$ cat config.mk
export PLATFORM = sky130hd
export DESIGN_NAME = remote_source_select_link
export DESIGN_NICKNAME = d
export VERILOG_FILES = /design/src/remote_select_pkg.sv /design/src/contact_debounce.sv /design/src/remote_source_select_link.sv
export VERILOG_INCLUDE_DIRS = /design/src
export SDC_FILE = /design/constraint.sdc
export NUM_CORES = 1
export LEC_CHECK = 0
export BUFFER_PORTS_ARGS = -buffer_cell sky130_fd_sc_hd__buf_2
export CORE_UTILIZATION = 61
export DETAILED_ROUTE_END_ITERATION = 6
export GPL_ROUTABILITY_DRIVEN = 1
export PLACE_DENSITY = 0.79
export SYNTH_ARGS = -nofsm -noshare
export SYNTH_HDL_FRONTEND = slang
export SYNTH_SLANG_ARGS = --single-unit
$ cat constraint.sdc
create_clock -name SYS_CLK -period 2.2 [get_ports SYS_CLK]
set_input_delay 0.22 -clock SYS_CLK [delete_from_list [all_inputs] [get_ports SYS_CLK]]
set_output_delay 0.22 -clock SYS_CLK [all_outputs]
set_load 0.03 [all_outputs]
$ cat src/remote_select_map.svh
// Constants for the remote source select and multi-unit link block.
// Assumes inclusion by bare name from the package and the modules.
`ifndef REMOTE_SELECT_MAP_SVH
`define REMOTE_SELECT_MAP_SVH

// ****************************************************************
// Sizes and timing
// ****************************************************************
`define ALARM_INPUTS 8
`define DEBOUNCE_US 1000
`define CLOCK_MHZ 100
`define DEBOUNCE_CYCLES (`DEBOUNCE_US * `CLOCK_MHZ)

// ****************************************************************
// Source codes
// ****************************************************************
`define SOURCE_FIRST 1'b0
`define SOURCE_SECOND 1'b1

`endif

$ cat src/remote_select_pkg.sv
// Types shared by the remote source select design.
// Assumes the constant header is on the include path.
`include "remote_select_map.svh"

package remote_select_pkg;

  // ****************************************************************
  // Arbitration record
  // ****************************************************************
  typedef enum logic [1:0] {
    HONOUR_NONE = 2'b00,
    HONOUR_FIRST = 2'b01,
    HONOUR_SECOND = 2'b10
  } honour_type;

  // ****************************************************************
  // Backup source claim
  // ****************************************************************
  typedef enum logic [1:0] {
    LINK_IDLE = 2'b00,
    LINK_CLAIMED = 2'b01,
    LINK_RETURNING = 2'b10
  } link_type;

endpackage : remote_select_pkg

$ cat src/contact_debounce.sv
// Synchroniser and debouncer for one dry-contact input.
// Assumes the contact level is asynchronous to SYS_CLK.
`timescale 1ns/10ps
`default_nettype none

module contact_debounce #(
  parameter int STABLE_CYCLES = 100000
) (
  input wire logic clk,
  input wire logic rst,
  input wire logic raw,
  output logic clean
);

  localparam int CW = $clog2(STABLE_CYCLES + 1);

  logic meta_r;
  logic sync_r;
  logic [CW-1:0] count_r;
  logic [CW-1:0] count_nxt;
  wire differs = (sync_r != clean);
  wire settled = (count_r == CW'(STABLE_CYCLES - 1));

  // A change is taken only after the synchronised level held steady.
  assign count_nxt = (!differs || settled) ? '0 : count_r + CW'(1);

  always_ff @(posedge clk) begin
    if (rst) begin
      meta_r <= 1'b0;
      sync_r <= 1'b0;
      count_r <= '0;
      clean <= 1'b0;
    end else begin
      meta_r <= raw;
      sync_r <= meta_r;
      count_r <= count_nxt;
      if (differs && settled) begin
        clean <= sync_r;
      end
    end
  end

endmodule : contact_debounce

`default_nettype wire

$ cat src/remote_source_select_link.sv
// Remote preferred-source selection, building alarm points and the
// multi-unit backup-source lockout of a transfer switch unit.
// Assumes open contacts read 0, closed read 1, on raw asynchronous pins;
// peer link and local panel levels come from pins too and are synchronised.
`timescale 1ns/10ps
`default_nettype none
`include "remote_select_map.svh"

module remote_source_select_link
  import remote_select_pkg::*;
#(
  parameter int STABLE_CYCLES = `DEBOUNCE_CYCLES,
  parameter int ALARMS = `ALARM_INPUTS
) (
  input wire logic SYS_CLK,
  input wire logic RESET,
  input wire logic [ALARMS-1:0] BUILDING_ALARM_CONTACT,
  input wire logic REMOTE_PICK_FIRST_SOURCE,
  input wire logic REMOTE_PICK_SECOND_SOURCE,
  input wire logic PANEL_PREFERRED_SOURCE,
  input wire logic PANEL_RETRANSFER_ENABLE,
  input wire logic PEER_BACKUP_IN_USE,
  input wire logic LINK_ENABLE,
  input wire logic BACKUP_TRANSFER_REQUEST,
  input wire logic LOAD_ON_BACKUP,
  input wire logic PREFERRED_SOURCE_NORMAL,
  input wire logic WEB_WRITE_REQUEST,
  output logic [ALARMS-1:0] ALARM_POINT,
  output logic PREFERRED_SOURCE,
  output logic REMOTE_CONTROL_ACTIVE,
  output logic RETRANSFER_ENABLE,
  output logic BACKUP_IN_USE,
  output logic BACKUP_TRANSFER_PERMIT,
  output logic TRANSFER_INHIBIT_ALARM,
  output logic WEB_WRITE_REJECTED
);

  // ****************************************************************
  // Contact conditioning
  // ****************************************************************
  logic [ALARMS-1:0] alarm_clean;
  logic pick_first;
  logic pick_second;

  genvar g;
  generate
    for (g = 0; g < ALARMS; g++) begin : g_alarm
      contact_debounce #(.STABLE_CYCLES(STABLE_CYCLES)) u_alarm (
        .clk(SYS_CLK),
        .rst(RESET),
        .raw(BUILDING_ALARM_CONTACT[g]),
        .clean(alarm_clean[g])
      );
    end
  endgenerate

  contact_debounce #(.STABLE_CYCLES(STABLE_CYCLES)) u_pick_first (
    .clk(SYS_CLK),
    .rst(RESET),
    .raw(REMOTE_PICK_FIRST_SOURCE),
    .clean(pick_first)
  );

  contact_debounce #(.STABLE_CYCLES(STABLE_CYCLES)) u_pick_second (
    .clk(SYS_CLK),
    .rst(RESET),
    .raw(REMOTE_PICK_SECOND_SOURCE),
    .clean(pick_second)
  );

  // Panel and peer levels are pins but not contacts: two flops, no filter.
  logic [2:0] pin_meta_r;
  logic [2:0] pin_sync_r;
  wire panel_source = pin_sync_r[0];
  wire panel_retransfer = pin_sync_r[1];
  wire peer_in_use = pin_sync_r[2];

  always_ff @(posedge SYS_CLK) begin
    if (RESET) begin
      pin_meta_r <= 3'h0;
      pin_sync_r <= 3'h0;
    end else begin
      pin_meta_r <= {PEER_BACKUP_IN_USE, PANEL_RETRANSFER_ENABLE, PANEL_PREFERRED_SOURCE};
      pin_sync_r <= pin_meta_r;
    end
  end

  // ****************************************************************
  // Building alarm points
  // ****************************************************************
  // The points feed nothing else here, so an alarm can never steer a transfer.
  always_ff @(posedge SYS_CLK) begin
    if (RESET) begin
      ALARM_POINT <= '0;
    end else begin
      ALARM_POINT <= alarm_clean;
    end
  end

  // ****************************************************************
  // Remote select arbitration
  // ****************************************************************
  honour_type honour_r;
  honour_type honour_nxt;

  // Simultaneous first closure of both goes to source one; each debouncer
  // keeps its own count of equal length, so a true tie needs edges within one cycle.
  always_comb begin
    honour_nxt = honour_r;
    unique case (honour_r)
      HONOUR_NONE: begin
        if (pick_first) begin
          honour_nxt = HONOUR_FIRST;
        end else if (pick_second) begin
          honour_nxt = HONOUR_SECOND;
        end
      end
      HONOUR_FIRST: begin
        if (!pick_first) begin
          honour_nxt = pick_second ? HONOUR_SECOND : HONOUR_NONE;
        end
      end
      HONOUR_SECOND: begin
        if (!pick_second) begin
          honour_nxt = pick_first ? HONOUR_FIRST : HONOUR_NONE;
        end
      end
      default: begin
        honour_nxt = HONOUR_NONE;
      end
    endcase
  end

  always_ff @(posedge SYS_CLK) begin
    if (RESET) begin
      honour_r <= HONOUR_NONE;
    end else begin
      honour_r <= honour_nxt;
    end
  end

  wire remote_active = (honour_r != HONOUR_NONE);
  wire remote_source = (honour_r == HONOUR_SECOND) ? `SOURCE_SECOND : `SOURCE_FIRST;
  wire source_sel = remote_active ? remote_source : panel_source;
  wire retransfer_sel = remote_active | panel_retransfer;

  always_ff @(posedge SYS_CLK) begin
    if (RESET) begin
      PREFERRED_SOURCE <= `SOURCE_FIRST;
      REMOTE_CONTROL_ACTIVE <= 1'b0;
      RETRANSFER_ENABLE <= 1'b0;
    end else begin
      PREFERRED_SOURCE <= source_sel;
      REMOTE_CONTROL_ACTIVE <= remote_active;
      RETRANSFER_ENABLE <= retransfer_sel;
    end
  end

  // ****************************************************************
  // Multi-unit backup source link
  // ****************************************************************
  link_type link_r;
  link_type link_nxt;

  always_comb begin
    link_nxt = link_r;
    unique case (link_r)
      LINK_IDLE: begin
        if (LINK_ENABLE && LOAD_ON_BACKUP && !peer_in_use) begin
          link_nxt = LINK_CLAIMED;
        end
      end
      LINK_CLAIMED: begin
        if (PREFERRED_SOURCE_NORMAL) begin
          link_nxt = LINK_RETURNING;
        end
      end
      LINK_RETURNING: begin
        if (!PREFERRED_SOURCE_NORMAL) begin
          link_nxt = LINK_CLAIMED;
        end else if (!LOAD_ON_BACKUP) begin
          link_nxt = LINK_IDLE;
        end
      end
      default: begin
        link_nxt = LINK_IDLE;
      end
    endcase
    if (!LINK_ENABLE) begin
      link_nxt = LINK_IDLE;
    end
  end

  always_ff @(posedge SYS_CLK) begin
    if (RESET) begin
      link_r <= LINK_IDLE;
    end else begin
      link_r <= link_nxt;
    end
  end

  wire own_claim = (link_r != LINK_IDLE);
  wire peer_block = LINK_ENABLE & peer_in_use & !own_claim;

  assign BACKUP_IN_USE = own_claim;
  assign BACKUP_TRANSFER_PERMIT = BACKUP_TRANSFER_REQUEST & !peer_block;
  assign TRANSFER_INHIBIT_ALARM = LINK_ENABLE & (own_claim | peer_in_use);

  // ****************************************************************
  // Status web path
  // ****************************************************************
  // Nothing on this path reaches any register above; writes are only flagged.
  always_ff @(posedge SYS_CLK) begin
    if (RESET) begin
      WEB_WRITE_REJECTED <= 1'b0;
    end else begin
      WEB_WRITE_REJECTED <= WEB_WRITE_REQUEST;
    end
  end

endmodule : remote_source_select_link

`default_nettype wire

Word level (Yosys, flattened, before mapping). Index checks and enable logic that the tools add are counted.

Flip-flop bits (word level): 222. Input bits: 20. Output and inout bits: 15. Logic and storage cells: 162.

$add $sub $neg: 10. Equality and inequality tests: 30. Mux-type cells: 14. Bitwise logic cells: 7. Reduce and logical (&&, ||, !) cells: 52.

Operator list (count): 17-bit by 1-bit adder with 17-bit output, second input constant (10); 17-bit equality test, second input constant (10); 2-bit OR reduction (11); 2-bit 2-to-1 mux (9); 1-bit logical NOT (13); 1-bit logical AND (12); 2-bit one-hot mux with 3 select lines (2); 1-bit logical OR (10); 1-bit != test (10); 2-bit != test, second input constant (4); 3-bit AND reduction (2); 1-bit AND (4); 2-bit by 1-bit equality test with 1-bit output, second input constant (2); 2-bit equality test, second input constant (2); 2-bit logical NOT (2); 2-bit nonzero test (2); 1-bit 2-to-1 mux (3); 3-bit by 1-bit != test with 1-bit output, second input constant (1); 3-bit != test, second input constant (1); 1-bit OR (2); 1-bit inverter (1).

Longest topological paths before layout.
Depth after elaboration: 5. Depth in mapped cells: 7. Mapped depth without buffers: 5.

Modules after synthesis. A second synthesis with hierarchy kept.

Cell total of the unflattened synthesis: 982. Area, all modules: 9320.2 µm².

By module, submodules not included: contact_debounce (instances 10, cells each 92, area an instance 863.3 µm², sequential area each 400.4 µm²); remote_source_select_link (instances 1, cells each 62, area an instance 686.9 µm², sequential area each 440.4 µm²).

Worst setup path before layout. Ideal clock, no wire load.

Kind: register -> register. From: register g_alarm[6].u_alarm.count_r[0]. To: register g_alarm[6].u_alarm.count_r[10]. Library setup time: 117 ps. Data arrival time: 1645 ps. Data required time: 2083 ps. Slack: 437 ps. Cell stages (with the launch flop): 8. Buffers on the path: 2. Period minus slack after synthesis: 1763 ps. Cells stage by stage: dfxtp_1 -> ha_1 -> and4_1 -> clkbuf_1 -> nand4_1 -> o21bai_1 -> buf_2 -> nor2_1.

Longest elaborated chain between the ends: 3. Elaborated cells on any way between the ends: 4. Classes of those cells: add/sub (1); eq/ne (1); reduce/logical (2).

Ends and longest elaborated chain: start, declared (RTL line contact_debounce.sv:19) `logic [CW-1:0] count_r;`; start signal, assigned (RTL line contact_debounce.sv:36) `count_r <= count_nxt;`; parallel branches: the longest is 3 deep, another holds 17-bit by 1-bit adder with 17-bit output.

Parallel ways; which one is timed is not known. A chain may end at the register's enable or synchronous reset.

Final worst setup path.
From: register g_alarm[7].u_alarm.count_r[11]. To: register g_alarm[7].u_alarm.count_r[15].

Longest elaborated chain between the ends: 3. Elaborated cells on any way between the ends: 4. Classes of those cells: add/sub (1); eq/ne (1); reduce/logical (2).

Ends and longest elaborated chain (RTL line): start, declared (contact_debounce.sv:19); start signal, assigned (contact_debounce.sv:36); parallel branches: the longest is 3 deep, another holds 17-bit by 1-bit adder with 17-bit output.

Parallel ways; which one is timed is not known.

==> impl_metrics.env <==
export IMPL_clkSinkCount=222
export IMPL_vias=7139
export IMPL_hold_class="in2reg"
export IMPL_clockBufferDepth=3
export IMPL_port_buffers=34
export IMPL_synth_distinct_cells=47
export IMPL_powerDensity_nw_per_um2=755.5
export IMPL_die_area_um2=15890
export IMPL_yosys_area_share_simple_pct=31.30
export IMPL_clock_skew_final_ns=0.007424
export IMPL_antenna_cells=0
export IMPL_grt_pass1_wl_mm=29.77
export IMPL_peakVddDrop_mv=0.6070
export IMPL_synth_edff_count=0
export IMPL_p_seq_share_pct=50.8
export IMPL_synth_fa_ha_area_share_pct=1.333
export IMPL_cp_start_kind="register"
export IMPL_muxShareOfSynthArea_pct=1.119
export IMPL_synthesis_nets=1068
export IMPL_routed_wl_mm=16.86
export IMPL_coreArea_um2=14750
export IMPL_max_stage_delay_ns=0.54
export IMPL_die_w_um=126.1
export IMPL_maxCapViolCount=0
export IMPL_slowest_stage="or4_1"
export IMPL_switching_power_mw=1.557
export IMPL_rows=44
export IMPL_dp_slack_ns=0.3694
export IMPL_cts_buffers=23
export IMPL_first_pass_iters=5
export IMPL_path_max_fanout=7
export IMPL_drt_wirelength_per_cell_um=13.14
export IMPL_syn_to_final_growth_pct=12.79
export IMPL_drive_gt1_share_pct=8.735
export IMPL_max_freq_ghz=0.5431
export IMPL_insertion_delay_ns=0.49
export IMPL_tightest_slew_ns=0.5543
export IMPL_cp_cell_sequence="or4_1, nor4_2, or3_1, buf_4, a21oi_1"
export IMPL_comb_power_share_pct=1.9
export IMPL_cts_tree="yes"
export IMPL_power_frac_clock_pct=47.3
export IMPL_via_per_inst=5.564
export IMPL_ant_nets=0
export IMPL_fin_setup_tns_ns=0
export IMPL_grt_max_degree=29
export IMPL_antenna_found_initial=0
export IMPL_drc=0
export IMPL_htreeDepth=1
export IMPL_p_int_mw=6.443
export IMPL_status="complete, no violations"
export IMPL_final_common_cell="dfxtp_1"
export IMPL_fin_ws_ns=0.3586
export IMPL_critPathKind="reg2reg"
export IMPL_required_ns=2.57
export IMPL_place_gp_congestion=0.8497
export IMPL_r2r_slack_ns=0.36
export IMPL_dpl_hpwl_mm=11.36
export IMPL_cts_resized=0
export IMPL_grt_overflow_total=0
export IMPL_syn_area_per_cell_um2=9.045
export IMPL_io_pins=35
export IMPL_grt_use_total_pct=21.99
export IMPL_initial_utilization_pct=63.64
export IMPL_path_clk_slew_ns=0.06
export IMPL_synth_top_family_by_area="simple AND/OR/NAND/NOR gates"
export IMPL_min_period_ns=1.841
export IMPL_critPathCaptureType="register"
export IMPL_final_cell_area_um2=10590
export IMPL_post_cts_setup_buffer_count=0
export IMPL_synthCells=1038
export IMPL_dpl_cell_area_um2=9724
export IMPL_finalPower_mw=8.000
export IMPL_cts_root_buf="clkbuf_16"
export IMPL_seq_area_frac_synth_pct=47.33
export IMPL_cpLargestDelayFamily="simple AND/OR/NAND/NOR gates"
export IMPL_instances_no_fill=1283
export IMPL_die_h_um=126.1
export IMPL_final_cell_mix="dfxtp_1, nor2_1, xnor2_1"
export IMPL_synth_main_ff_cell="dfxtp_1"
export IMPL_synthArstFlopShare_pct=0
export IMPL_synth_compound_area_share_pct=2.492
export IMPL_yosys_register_bits=222
export IMPL_crit_arrival_ns=2.21
export IMPL_crit_buf_inv=1
export IMPL_synth_xor_area_share_pct=13.53
export IMPL_dp_cells=1235
export IMPL_yosysWarningCount=0
export IMPL_leakage_nw=3.430
export IMPL_swShare_pct=19.46
export IMPL_drtIter0Drc=380
export IMPL_rsz0062_at_grt="false"
export IMPL_slew_headroom_pct=63.04
export IMPL_final_max_slew_viol_count=0
export IMPL_hold_viol_final=0
export IMPL_syn_cell_area_um2=9389
export IMPL_finalNetCount=1119
export IMPL_setup_viol=0
export IMPL_grt_pass1_vias=6676
export IMPL_fin_crit_sh_pct=83.70
power groups by stage:
stage	Clock, mW	Sequential (mW)	Combinational, mW
2_1_floorplan	0	4.16	0.0832
5_1_grt	4.06	4.07	0.167
3_5_place_dp	0	4.16	0.135
3_3_place_gp	0	4.16	0.134
4_1_cts	3.86	4.07	0.153
6_report	3.78	4.07	0.151
state kept, by name, summed over array words and instances (netlist names), 2 cells and up:
register and count:
g_alarm.u_alarm.count_r 136, u_pick_first.count_r 17, u_pick_second.count_r 17, ALARM_POINT 8, g_alarm.u_alarm.clean 8, g_alarm.u_alarm.meta_r 8, g_alarm.u_alarm.sync_r 8, pin_meta_r 3
pin_sync_r 3, honour_r 2, link_r 2
layout make-up:
| class | count | area [um2] |
|---|---|---|
| clock buffer | 31 | 665.6 |
| clock inverter | 4 | 70.07 |
| fill | 1117 | 4164 |
| inverter | 27 | 101.3 |
| multi-input combinational | 754 | 4673 |
| sequential | 222 | 4444 |
| tap | 184 | 230.2 |
| timing repair buffer | 61 | 405.4 |
per-stage QoR:
stage	utilization [%]	hold WS, ns
2_1_floorplan	-	0.3482
6_report	71.78	0.009440
3_3_place_gp	65.91	0.4171
4_1_cts	71.78	0.006922
5_1_grt	71.78	0.01116
3_5_place_dp	65.91	0.4248
routing by layer:
layer / track usage (%) / part of all wire (%) / up-vias / wire, um
met5: 0 / 0 / - / 0
met4: 7.300 / 2.8 / 0 / 467
met3: 3.271 / 2.9 / 35 / 497
met2: 37.28 / 46 / 109 / 7822
met1: 28.76 / 48 / 3286 / 8073
li1: - / - / 3709 / -
Yosys cell counts, types with 2 or more instances:
| master | n | area (um2) |
|---|---|---|
| mux2i_1 | 6 | 60.06 |
| nand4_1 | 67 | 419.2 |
| ha_1 | 10 | 125.1 |
| mux2_2 | 4 | 45.04 |
| nor4bb_1 | 9 | 90.09 |
| nor4b_1 | 4 | 35.03 |
| buf_6 | 2 | 22.52 |
| dfxtp_1 | 222 | 4444 |
| nor2_1 | 173 | 649.4 |
| nand2_1 | 43 | 161.4 |
| clkbuf_1 | 20 | 75.07 |
| and2_1 | 2 | 12.51 |
| or4b_1 | 2 | 20.02 |
| xor2_1 | 62 | 543.0 |
| and3_1 | 13 | 81.33 |
| nand2b_1 | 11 | 68.82 |
| o31ai_1 | 4 | 30.03 |
| inv_1 | 27 | 101.4 |
| o21ai_0 | 13 | 65.06 |
| nand4b_1 | 2 | 17.52 |
| nor2b_1 | 40 | 250.2 |
| and4_1 | 14 | 122.6 |
| nor3b_1 | 2 | 15.01 |
| a21oi_1 | 17 | 85.08 |
| nor4_1 | 42 | 262.8 |
| buf_4 | 3 | 22.52 |
| nand3_1 | 63 | 315.3 |
| o21a_1 | 2 | 15.01 |
| buf_2 | 9 | 45.04 |
| or4_1 | 11 | 82.58 |
| and4b_1 | 4 | 40.04 |
| or2_2 | 6 | 37.54 |
| or3_1 | 11 | 68.82 |
| and3b_1 | 2 | 17.52 |
| nor4_2 | 2 | 25.02 |
| xnor2_1 | 83 | 727.0 |
| nor3_1 | 21 | 105.1 |
cells by family (layout without fill, tap and decap cells):
family	Yosys count	in the layout
and+or+nand+nor	548	548
adders and majority gates	10	10
AOI/OAI and AO/OA	41	41
xor gates and xnor gates	145	145
DFF	222	222
buffers and inverters	62	123
muxes	10	10
final timing paths:
kind                                              from                                        end  cells past startpoint
max          g_alarm[7].u_alarm.count_r[11]$_SDFF_PP0_  g_alarm[7].u_alarm.count_r[15]$_SDFF_PP0_                      5
min                           REMOTE_PICK_FIRST_SOURCE             u_pick_first.meta_r$_SDFF_PP0_                      2
max reg2reg  g_alarm[7].u_alarm.count_r[11]$_SDFF_PP0_  g_alarm[7].u_alarm.count_r[15]$_SDFF_PP0_                      5
min reg2reg       g_alarm[4].u_alarm.meta_r$_SDFF_PP0_       g_alarm[4].u_alarm.sync_r$_SDFF_PP0_                      1
repair_timing:
action | CTS | global route
endpoints found under the hold margin | 13 | 0
hold buffers | 13 | 0
endpoints found under the setup margin | 0 | 0
Power figures use the tool's default switching activity.
